--- config.mk ---
export PLATFORM = sky130hd
export DESIGN_NAME = program_sequencer_stack
export DESIGN_NICKNAME = d
export VERILOG_FILES = /design/src/seq_pkg.sv /design/src/pc_next.sv /design/src/program_sequencer_stack.sv /design/src/return_stack.sv
export SDC_FILE = /design/constraint.sdc
export NUM_CORES = 1
export LEC_CHECK = 0
export BUFFER_PORTS_ARGS = -buffer_cell sky130_fd_sc_hd__buf_2
export CORE_ASPECT_RATIO = 1.2
export CORE_MARGIN = 1.5
export CORE_UTILIZATION = 55
export CTS_CLUSTER_DIAMETER = 200
export DETAILED_ROUTE_END_ITERATION = 16
export PLACE_DENSITY = 0.82
export SKIP_LAST_GASP = 1
export SYNTH_ARGS = -nofsm -noshare
export SYNTH_HDL_FRONTEND = slang
export SYNTH_SLANG_ARGS = --single-unit
--- constraint.sdc ---
create_clock -name clk -period 6.2 [get_ports clk]
set_input_delay 1.24 -clock clk [delete_from_list [all_inputs] [get_ports clk]]
set_output_delay 1.24 -clock clk [all_outputs]
set_load 0.005 [all_outputs]
--- src/seq_pkg.sv ---
// shared constants, types and decode helpers for the program sequencer
package seq_pkg;

    // program counter and memory size selection
    localparam int           PC_W        = 11;
    typedef logic [PC_W-1:0] addr_t;
    localparam logic [1:0]   SIZE_512    = 2'h0;
    localparam logic [1:0]   SIZE_1K     = 2'h1;
    localparam logic [1:0]   SIZE_2K     = 2'h2;
    localparam logic [1:0]   SIZE_RESET  = SIZE_2K;
    localparam addr_t        MASK_512    = 11'h1ff;
    localparam addr_t        MASK_1K     = 11'h3ff;
    localparam addr_t        MASK_2K     = 11'h7ff;

    // instruction encodings
    localparam logic [11:0]  OP_NOP      = 12'h000;
    localparam logic [2:0]   OP_GOTO     = 3'h5;
    localparam logic [3:0]   OP_CALL     = 4'h9;
    localparam logic [3:0]   OP_RET_LIT  = 4'h8;
    localparam logic [3:0]   OP_BIT_SET  = 4'h5;
    localparam logic [3:0]   OP_SKIP_CLR = 4'h6;
    localparam logic [3:0]   OP_MOVLW    = 4'hc;
    localparam logic [6:0]   OP_MOVWF    = 7'h01;
    localparam logic [4:0]   FILE_PC_LOW = 5'h02;
    localparam logic [4:0]   FILE_STATUS = 5'h03;
    localparam int           PAGE_LSB    = 5;

    // register map, byte addresses
    localparam int           AXI_AW        = 5;
    localparam logic [4:0]   REG_CTRL      = 5'h00;
    localparam logic [4:0]   REG_PC        = 5'h04;
    localparam logic [4:0]   REG_STACK     = 5'h08;
    localparam logic [4:0]   REG_CORE      = 5'h0c;
    localparam int           CTRL_RUN_BIT  = 0;
    localparam int           CTRL_SIZE_LSB = 1;
    localparam int           STACK_L2_LSB  = 16;
    localparam int           CORE_PAGE_LSB = 8;
    localparam logic [1:0]   RESP_OKAY     = 2'h0;
    localparam logic [1:0]   RESP_SLVERR   = 2'h2;
    localparam logic [1:0]   RESP_DECERR   = 2'h3;

    typedef struct packed {
        logic       we;
        logic [4:0] addr;
        logic [7:0] wdata;
    } file_req_s;

    typedef enum logic [4:0] {
        SEL_INC  = 5'b00001,
        SEL_GOTO = 5'b00010,
        SEL_CALL = 5'b00100,
        SEL_RET  = 5'b01000,
        SEL_LOW  = 5'b10000
    } pc_sel_e;

    typedef struct packed {
        addr_t lvl1;
        addr_t lvl2;
    } stack_s;

    typedef struct packed {
        logic        run;
        logic [1:0]  size;
        addr_t       pc;
        logic [11:0] ir;
        logic [7:0]  acc;
        logic [1:0]  page;
        logic        aw_have;
        logic [4:0]  awaddr;
        logic        w_have;
        logic [31:0] wdata;
        logic [3:0]  wstrb;
        logic        bvalid;
        logic [1:0]  bresp;
        logic        rvalid;
        logic [31:0] rdata;
        logic [1:0]  rresp;
    } core_state_s;

    localparam core_state_s STATE_RESET = '{
        run: 1'b0, size: SIZE_RESET, pc: MASK_2K, ir: OP_NOP, acc: 8'h00, page: 2'h0,
        aw_have: 1'b0, awaddr: 5'h00, w_have: 1'b0, wdata: 32'h0000_0000, wstrb: 4'h0,
        bvalid: 1'b0, bresp: RESP_OKAY, rvalid: 1'b0, rdata: 32'h0000_0000,
        rresp: RESP_OKAY};

    // address mask of the implemented memory, also the last location
    function automatic addr_t size_mask(input logic [1:0] sz);
        case (sz)
            SIZE_512: size_mask = MASK_512;
            SIZE_1K:  size_mask = MASK_1K;
            default:  size_mask = MASK_2K;
        endcase
    endfunction

endpackage
--- src/pc_next.sv ---
// next program counter selection with wraparound to the implemented size
module pc_next
    import seq_pkg::*;
(
    input  wire addr_t       pc,
    input  wire addr_t       mask,
    input  pc_sel_e          sel,
    input  wire logic [8:0]  lit,
    input  wire logic [1:0]  page_select_bits,
    input  wire logic [7:0]  pc_low_byte,
    input  wire addr_t       stack_head_entry,
    output addr_t            pc_nxt
);

    // page bits come from the preselect on goto, call and low-byte write; increment keeps the pc's own, return takes the stack's
    always_comb begin
        case (sel)
            SEL_GOTO: pc_nxt = {page_select_bits, lit} & mask;
            SEL_CALL: pc_nxt = {page_select_bits, 1'b0, lit[7:0]} & mask;
            SEL_RET:  pc_nxt = stack_head_entry & mask;
            SEL_LOW:  pc_nxt = {page_select_bits, 1'b0, pc_low_byte} & mask;
            default:  pc_nxt = addr_t'(pc + 11'h001) & mask;
        endcase
    end

endmodule

--- src/program_sequencer_stack.sv ---
// program sequencer with return stack, bit ops and an AXI4-Lite status port
module program_sequencer_stack
    import seq_pkg::*;
(
    input  wire logic              clk,
    input  wire logic              rst_b,
    input  wire logic              s_axi_awvalid,
    output logic                   s_axi_awready,
    input  wire logic [AXI_AW-1:0] s_axi_awaddr,
    input  wire logic              s_axi_wvalid,
    output logic                   s_axi_wready,
    input  wire logic [31:0]       s_axi_wdata,
    input  wire logic [3:0]        s_axi_wstrb,
    output logic                   s_axi_bvalid,
    input  wire logic              s_axi_bready,
    output logic [1:0]             s_axi_bresp,
    input  wire logic              s_axi_arvalid,
    output logic                   s_axi_arready,
    input  wire logic [AXI_AW-1:0] s_axi_araddr,
    output logic                   s_axi_rvalid,
    input  wire logic              s_axi_rready,
    output logic [31:0]            s_axi_rdata,
    output logic [1:0]             s_axi_rresp,
    output addr_t                  pmem_addr,
    input  wire logic [11:0]       pmem_rdata,
    output file_req_s              file_req,
    input  wire logic [7:0]        file_rdata
);

    logic [1:0]  rst_sync_r;
    logic        rst_q;
    core_state_s s_r;
    core_state_s s_nxt;
    addr_t       mask;
    logic [4:0]  fx;
    logic [2:0]  bx;
    logic [7:0]  bit_onehot;
    logic [7:0]  rd_byte;
    logic [7:0]  set_val;
    logic [7:0]  low_src;
    logic        bit_val;
    logic        op_goto;
    logic        op_call;
    logic        op_ret;
    logic        bit_set_op;
    logic        skip_if_bit_clear_op;
    logic        op_movlw;
    logic        op_movwf;
    logic        pc_low_wr;
    logic        status_wr;
    logic        skip_taken;
    logic        flush;
    pc_sel_e     sel;
    addr_t       pc_calc;
    addr_t       stk_head;
    addr_t       stk_second;
    logic        do_write;
    logic [1:0]  w_resp;
    logic [1:0]  r_resp;

    // reset released through two flops, asserted at once
    always_ff @(posedge clk or negedge rst_b) begin
        if (!rst_b) begin
            rst_sync_r <= 2'h0;
        end else begin
            rst_sync_r <= {rst_sync_r[0], 1'b1};
        end
    end
    assign rst_q = rst_sync_r[1];

    // one decoder for both channels: unmapped gets DECERR, read-only writes SLVERR
    function automatic logic [1:0] addr_resp(input logic [AXI_AW-1:0] a, input logic wr);
        if (a[1:0] != 2'h0 || a > REG_CORE) begin
            addr_resp = RESP_DECERR;
        end else if (wr && a != REG_CTRL) begin
            addr_resp = RESP_SLVERR;
        end else begin
            addr_resp = RESP_OKAY;
        end
    endfunction

    // memory size sets pc width: 9, 10 or 11 bits
    assign mask = size_mask(s_r.size);

    // instruction fields and decode of the word now executing
    assign fx         = s_r.ir[4:0];
    assign bx         = s_r.ir[7:5];
    assign bit_onehot = 8'h01 << bx;
    assign op_goto    = s_r.ir[11:9] == OP_GOTO;
    assign op_call    = s_r.ir[11:8] == OP_CALL;
    assign op_ret     = s_r.ir[11:8] == OP_RET_LIT;
    assign bit_set_op = s_r.ir[11:8] == OP_BIT_SET;
    assign skip_if_bit_clear_op = s_r.ir[11:8] == OP_SKIP_CLR;
    assign op_movlw   = s_r.ir[11:8] == OP_MOVLW;
    assign op_movwf   = s_r.ir[11:5] == OP_MOVWF;

    // pc low byte and status live here; other files come from outside
    always_comb begin
        if (fx == FILE_PC_LOW) begin
            rd_byte = pmem_addr[7:0];
        end else if (fx == FILE_STATUS) begin
            rd_byte = {1'b0, s_r.page, 5'h00};
        end else begin
            rd_byte = file_rdata;
        end
    end
    assign set_val    = rd_byte | bit_onehot;
    assign bit_val    = |(rd_byte & bit_onehot);
    assign pc_low_wr  = s_r.run && (op_movwf || bit_set_op) && fx == FILE_PC_LOW;
    assign status_wr  = s_r.run && (op_movwf || bit_set_op) && fx == FILE_STATUS;
    assign skip_taken = s_r.run && skip_if_bit_clear_op && !bit_val;
    // a bit set writes the read byte with its bit merged, a move writes the accumulator
    assign low_src    = bit_set_op ? set_val : s_r.acc;
    // any change of flow throws away the word fetched behind it
    assign flush      = op_goto || op_call || op_ret || pc_low_wr || skip_taken;

    // pick the source of the next fetch address
    always_comb begin
        if (op_goto) begin
            sel = SEL_GOTO;
        end else if (op_call) begin
            sel = SEL_CALL;
        end else if (op_ret) begin
            sel = SEL_RET;
        end else if (pc_low_wr) begin
            sel = SEL_LOW;
        end else begin
            sel = SEL_INC;
        end
    end

    pc_next u_pc_next (
        .pc               (s_r.pc),
        .mask             (mask),
        .sel              (sel),
        .lit              (s_r.ir[8:0]),
        .page_select_bits (s_r.page),
        .pc_low_byte      (low_src),
        .stack_head_entry (stk_head),
        .pc_nxt           (pc_calc)
    );

    // fetch address already points one past the executing word: that is the return
    return_stack u_stack (
        .clk              (clk),
        .rst_b            (rst_q),
        .push             (s_r.run && op_call),
        .pop              (s_r.run && op_ret),
        .push_addr        (s_r.pc),
        .stack_head_entry (stk_head),
        .stack_second     (stk_second)
    );

    // register file writes for bit set and move, except the two held here
    always_comb begin
        file_req.addr  = fx;
        file_req.wdata = low_src;
        file_req.we    = s_r.run && (bit_set_op || op_movwf)
                         && fx != FILE_PC_LOW && fx != FILE_STATUS;
    end

    assign do_write = s_r.aw_have && s_r.w_have && !s_r.bvalid;
    assign w_resp   = addr_resp(s_r.awaddr, 1'b1);
    assign r_resp   = addr_resp(s_axi_araddr, 1'b0);

    // whole next state: core sequencing, then the bus slave
    always_comb begin
        s_nxt = s_r;
        if (!s_r.run) begin
            // halted core sits at the reset vector with page 0 preselected
            s_nxt.page = 2'h0;
            s_nxt.ir = OP_NOP;
        end else begin
            s_nxt.pc = pc_calc;
            s_nxt.ir = flush ? OP_NOP : pmem_rdata;
            if (op_ret || op_movlw) begin
                s_nxt.acc = s_r.ir[7:0];
            end
            if (status_wr) begin
                s_nxt.page = low_src[PAGE_LSB+:2];
            end
        end
        // write address and data are taken in either order
        if (s_axi_awvalid && !s_r.aw_have) begin
            s_nxt.aw_have = 1'b1;
            s_nxt.awaddr  = s_axi_awaddr;
        end
        if (s_axi_wvalid && !s_r.w_have) begin
            s_nxt.w_have = 1'b1;
            s_nxt.wdata  = s_axi_wdata;
            s_nxt.wstrb  = s_axi_wstrb;
        end
        if (do_write) begin
            s_nxt.aw_have = 1'b0;
            s_nxt.w_have  = 1'b0;
            s_nxt.bvalid  = 1'b1;
            s_nxt.bresp   = w_resp;
            if (w_resp == RESP_OKAY && s_r.wstrb[0]) begin
                s_nxt.run = s_r.wdata[CTRL_RUN_BIT];
                // size may only change while halted, so the pc never exceeds it
                if (!s_r.run) begin
                    s_nxt.size = s_r.wdata[CTRL_SIZE_LSB+:2];
                end
            end
        end else if (s_r.bvalid && s_axi_bready) begin
            s_nxt.bvalid = 1'b0;
        end
        // halted pc follows the size about to take effect, so it never sits past it
        if (!s_r.run) begin
            s_nxt.pc = size_mask(s_nxt.size);
        end
        // read answer one cycle after the address is taken
        if (s_axi_arvalid && !s_r.rvalid) begin
            s_nxt.rvalid = 1'b1;
            s_nxt.rresp  = r_resp;
            case (s_axi_araddr)
                REG_CTRL:  s_nxt.rdata = {29'h0, s_r.size, s_r.run};
                REG_PC:    s_nxt.rdata = {21'h0, s_r.pc};
                REG_STACK: s_nxt.rdata = {5'h0, stk_second, 5'h0, stk_head};
                REG_CORE:  s_nxt.rdata = {22'h0, s_r.page, s_r.acc};
                default:   s_nxt.rdata = 32'h0000_0000;
            endcase
        end else if (s_r.rvalid && s_axi_rready) begin
            s_nxt.rvalid = 1'b0;
        end
    end

    always_ff @(posedge clk or negedge rst_q) begin
        if (!rst_q) begin
            s_r <= STATE_RESET;
        end else begin
            s_r <= s_nxt;
        end
    end

    // bus outputs; ready terms are combinational from held flags
    assign s_axi_awready = !s_r.aw_have;
    assign s_axi_wready  = !s_r.w_have;
    assign s_axi_bvalid  = s_r.bvalid;
    assign s_axi_bresp   = s_r.bresp;
    assign s_axi_arready = !s_r.rvalid;
    assign s_axi_rvalid  = s_r.rvalid;
    assign s_axi_rdata   = s_r.rdata;
    assign s_axi_rresp   = s_r.rresp;
    assign pmem_addr     = s_r.pc;
endmodule

--- src/return_stack.sv ---
// two-level hardware return stack
module return_stack
    import seq_pkg::*;
(
    input  wire logic  clk,
    input  wire logic  rst_b,
    input  wire logic  push,
    input  wire logic  pop,
    input  wire addr_t push_addr,
    output addr_t      stack_head_entry,
    output addr_t      stack_second
);

    stack_s st_r;
    stack_s st_nxt;

    // push shifts level 1 down, pop copies level 2 up and keeps level 2
    always_comb begin
        st_nxt = st_r;
        if (push) begin
            st_nxt.lvl2 = st_r.lvl1;
            st_nxt.lvl1 = push_addr;
        end else if (pop) begin
            st_nxt.lvl1 = st_r.lvl2;
        end
    end

    always_ff @(posedge clk or negedge rst_b) begin
        if (!rst_b) begin
            st_r <= '0;
        end else begin
            st_r <= st_nxt;
        end
    end

    assign stack_head_entry = st_r.lvl1;
    assign stack_second     = st_r.lvl2;
endmodule

======== Word level (Yosys, flattened, before mapping) ========
Cells that the tools add are included.
storage, ports and cells
  register bits after elaboration ......... 141
  bits of input ports ..................... 73
  word-level logic and storage cells ...... 128
operators by class
  add/subtract/negate cells ............... 1
  magnitude comparators ................... 2
  eq/ne operators ......................... 21
  shift-type cells ........................ 1
  multiplexer cells ....................... 32
  bitwise gates (word level) .............. 7
  reductions and logical operators ........ 45
operators by type and width
  kind                                                            count
  one-hot mux 27 bit (4 select lines)                             1
  AND 11 bit                                                      5
  one-hot mux 11 bit (2 select lines)                             2
  one-hot mux 11 bit (4 select lines)                             1
  2-to-1 mux 37 bit                                               1
  2-to-1 mux 11 bit                                               3
  2-to-1 mux 12 bit                                               2
  2-to-1 mux 8 bit                                                3
  2-to-1 mux 5 bit                                                4
  logical AND 1 bit                                               17
  2-to-1 mux 2 bit                                                8
  equality test 5 x 2 -> 1 bit (second input constant)            3
  equality test 5 x 4 -> 1 bit (second input constant)            3
  nonzero test 2 bit                                              7
  equality test 4 bit (second input constant)                     3
  adder 11 x 1 -> 11 bit (second input constant)                  1
  equality test 5 x 3 -> 1 bit (second input constant)            2
  greater-than comparator 5 x 4 -> 1 bit (second input constant)  2
  != test 5 x 2 -> 1 bit (second input constant)                  2
  AND 8 bit                                                       1
  equality test 4 x 3 -> 1 bit (second input constant)            2
  logical OR 1 bit                                                8
  OR 8 bit                                                        1
  OR reduction 8 bit                                              1
  other kinds (13)                                                26

======== Logic depth before layout (Yosys ltp) ========
  word-level depth ........................ 11
  depth in mapped cells ................... 7
  gate-level depth less buffers ........... 6

======== Hierarchy ========
A second synthesis with hierarchy kept.
unflattened totals
  cells, all modules ...................... 535
  area total of the unflattened synthesis .. 5600.4 um^2
by module, submodules not included
  module                   instances  cells an instance  area an instance (um^2)
  program_sequencer_stack  1          367                3991.3
  return_stack             1          71                 963.4
  pc_next                  1          97                 645.6

======== Least setup slack after synthesis ========
Ideal clock, no wire load.
  path type ............................... input -> output
  from .................................... in file_rdata[2]
  to ...................................... out file_req[2] (netlist bit)
  data arrival time ....................... 1.692 ns
  data required time ...................... 4.960 ns
  path slack .............................. 3.268 ns
  cell stages on the path ................. 2
  cells stage by stage .................... mux2_2 o22a_1
RTL lines
  what         RTL line                       source
  from (decl)  program_sequencer_stack.sv:27  input wire logic [7:0] file_rdata
  to (decl)    program_sequencer_stack.sv:26  output file_req_s file_req,

==> key figures <==
Run status
  • Status: completed

Detailed routing
  • DRC violations left: 0
  • Iter 0 DRT Violations: 473
  • DR vias: 4245
  • Drt via density: roughly 6.1
  • Drt pass-1 iters: 6
  • DR WL/cell: 18.5 um
  • Post-Route WL: between 10000 and 15000 um
  • Remaining antenna violation count: 0

Synthesis
  • Main synth FF type: dfrtp_1
  • Synth Warn #: 0
  • Seq/Total Area, Yosys: 45.6%
  • Synth async-reset ratio: 100%
  • Register bit count reported by yosys: 98
  • Yosys cell types: 57
  • Synthesized instance count: 529
  • Dominant cell by count in the synthesized netlist: dfrtp_1
  • Mapped Area: 5410 um2
  • Top post-synthesis cells by area: dfrtp_1 (40%), mux2_2 (8.5%), buf_4 (7.2%)
  • Most frequent cells after synthesis: dfrtp_1 (86), buf_4 (52), mux2_2 (41)
  • Avg Inst Size Synth: ~10 um2
  • Top-area cell type share of the netlist area: 39.8%
  • Cell taking the most area after synthesis: dfrtp_1
  • EDFF count, synth: 0

Timing
  • Final count of hold timing violations: 0
  • Worst rel slew slack: 13.8%
  • Worst-margin pin slew: between 1 and 1.5 ns
  • FMAX: roughly 260 MHz
  • Unrepaired setup endpoints after global routing: no
  • Clock Skew: 0.00805 ns
  • Final setup vio count: 0
  • Final Max Slew Viols: 0
  • Sum Neg Setup Slack: 0 ns
  • Final min period: roughly 3.8 ns
  • Final period util: 61.8%

GRT
  • Number of global-route vias before repair: 4131
  • Grt met1 use: 34.2%
  • Initial antenna violation count: 0
  • Met3 Use GR: under 10%
  • Global-route wire length before repair: 20900 um
  • GR peak layer: met2
  • Grt met2 use: 41.8%
  • Total grt overflow: 0
  • Overall routing resource usage: 25.6%
  • Largest net degree at the start of global routing: 83

Layout
  • Share of cells above drive strength 1: between 30% and 40%
  • FILL cells: 830
  • Final net count: approximately 640
  • # diodes: 0
  • Area grow syn2layout: 8.32%

Critical path
  • Slowest CP cell: dfrtp_1
  • Worst path bufs/invs: 2
  • CP Launch Type: flop
  • Worst Setup End Kind: output port
  • CP max stage delay: 1.00 ns
  • Crit-path leading delay family: flip-flops
  • Worst Path Max Fanout: 29
  • Critical path data required time: 4.96 ns
  • Cell breakdown of the critical path: nor4bb_2 -> buf_4 -> nor2_1 -> a31oi_1 -> buf_2
  • Crit path DAT: roughly 2.6 ns
  • Setup CP Type: flop to output port

Floorplan
  • Starting Density: between 50% and 60%
  • Die area: between 10000 and 15000 um2
  • Row count: 39
  • Die H: 112 um
  • Die width: 93.6 um
  • I/O Pins: 139
  • Core ar.: 9560 um2

Worst hold path
  • Hold crit path type: flop to asynchronous set/reset pin

Place
  • Dpl hpwl: 9120 um
  • Count of input and output buffers: 96
  • Gpl congestion: around 0.9

Power and ir drop
  • Design Power: 2.34 mW
  • Leakage power: around 2.8 nW
  • Power per cell area: 398 nW/um2
  • Maximum VDD drop: 0.000238 V

Clock network
  • TritonCTS Buffers: 9
  • Clk buf depth: 2
  • CTS sink cnt: roughly 100
  • CTS tree: yes
  • CTS resizes: 0
  • Hold-fix buffers, CTS: 0
  • Setup Buffers After CTS: 0
  • H-tree levels: 3
  • Clk_lat worst skew: 0.35 ns
  • Root buffer cell: clkbuf_16
  • Reg clk slew, reported paths: 0.07 ns

Flow run
  • MaxCap Viol Count: 0
routing by layer:
metal | share of wire (%) | vias up
li1 | - | 1909
met4 | 2.9 | 0
met2 | 50 | 232
met5 | 0 | -
met3 | 7.5 | 32
met1 | 40 | 2072
state kept, by name, summed over array words and instances, names as in the netlist:
| name | count |
|---|---|
| s_axi_rresp | 1 |
| pmem_addr | 11 |
| s_axi_rvalid | 1 |
| s_axi_bresp | 2 |
| s_axi_bvalid | 1 |
| u_stack.stack_head_entry | 11 |
| s_r | 28 |
| s_axi_rdata | 22 |
| file_req | 5 |
| u_stack.stack_second | 11 |
| rst_sync_r | 2 |
| bx | 3 |
through the flow:
step | cell area, um2 | setup slack, ns | cells | hold slack [ns] | utilization, %
floorplan | 5450 | 3.27 | 538 | 0.331 | -
global placement | 5590 | 2.81 | 675 | 0.167 | 58.4
detailed placement | 5590 | 2.79 | 675 | 0.176 | 58.4
CTS | 5860 | 2.40 | 691 | 0.185 | 61.3
global route | 5860 | 2.17 | 691 | 0.198 | 61.3
finish | 5860 | 2.37 | 691 | 0.179 | 61.3
path summary, 6_finish.rpt:
kind                                from                     endpoint  slack, ns  cells after the start
max                              s_r[99]                  file_req[5]       2.37                      5
max reg2reg                      s_r[99]  u_stack.stack_head_entry[3]       3.14                      5
min reg2reg                rst_sync_r[1]                        bx[0]       0.18                      0
max in group asynchronous  rst_sync_r[1]                      s_r[84]       4.74                      1
min in group clk           rst_sync_r[0]                rst_sync_r[1]       0.35                      0
min                        rst_sync_r[1]                        bx[0]       0.18                      0
report_power, final:
group          internal [mW]  leakage (nW)  total, mW  switching (mW)
logic                  0.391          1.34      0.794           0.403
clock network          0.284         0.139      0.524           0.240
registers              0.793          1.27       1.02           0.224
total                   1.47          2.75       2.34           0.867
cells by family (layout without fill, tap and decap cells):
logic type,Yosys count,count (layout),share of synthesized area [%]
simple gates,155,155,15.8
other cells,2,11,0.139
compound gates,118,118,15.1
mux,50,50,11.1
flops,98,98,45.6
fa+ha+maj,1,1,0.231
buf+inv,97,127,10.8
xor+xnor,8,8,1.29
cells in the final DEF, fill, tap and decap left out, types with 11 or more instances in the layout:
| master | instances |
|---|---|
| o21ai_0 | 28 |
| a22o_1 | 14 |
| nand3_1 | 22 |
| buf_2 | 96 |
| a22oi_1 | 19 |
| dfrtp_1 | 85 |
| a221oi_1 | 11 |
| a21oi_1 | 17 |
| nor2b_1 | 11 |
| dfstp_2 | 12 |
| nor2_1 | 32 |
| inv_1 | 11 |
| nand2_1 | 34 |
| nor3_2 | 11 |
| mux2_2 | 41 |
| conb_1 | 11 |
cell type report:
type | instances | area, um2 | share of cell area (%)
clock buffer | 10 | 239 | 4.08
clock inverter | 6 | 40.0 | 0.683
inverter | 11 | 41.3 | 0.704
multi-input combinational | 343 | 2410 | 41.1
sequential | 98 | 2470 | 42.1
tap | 123 | 154 | 2.62
timing repair buffer | 100 | 510 | 8.70
Note: power is estimated with default switching activity, not from simulation.
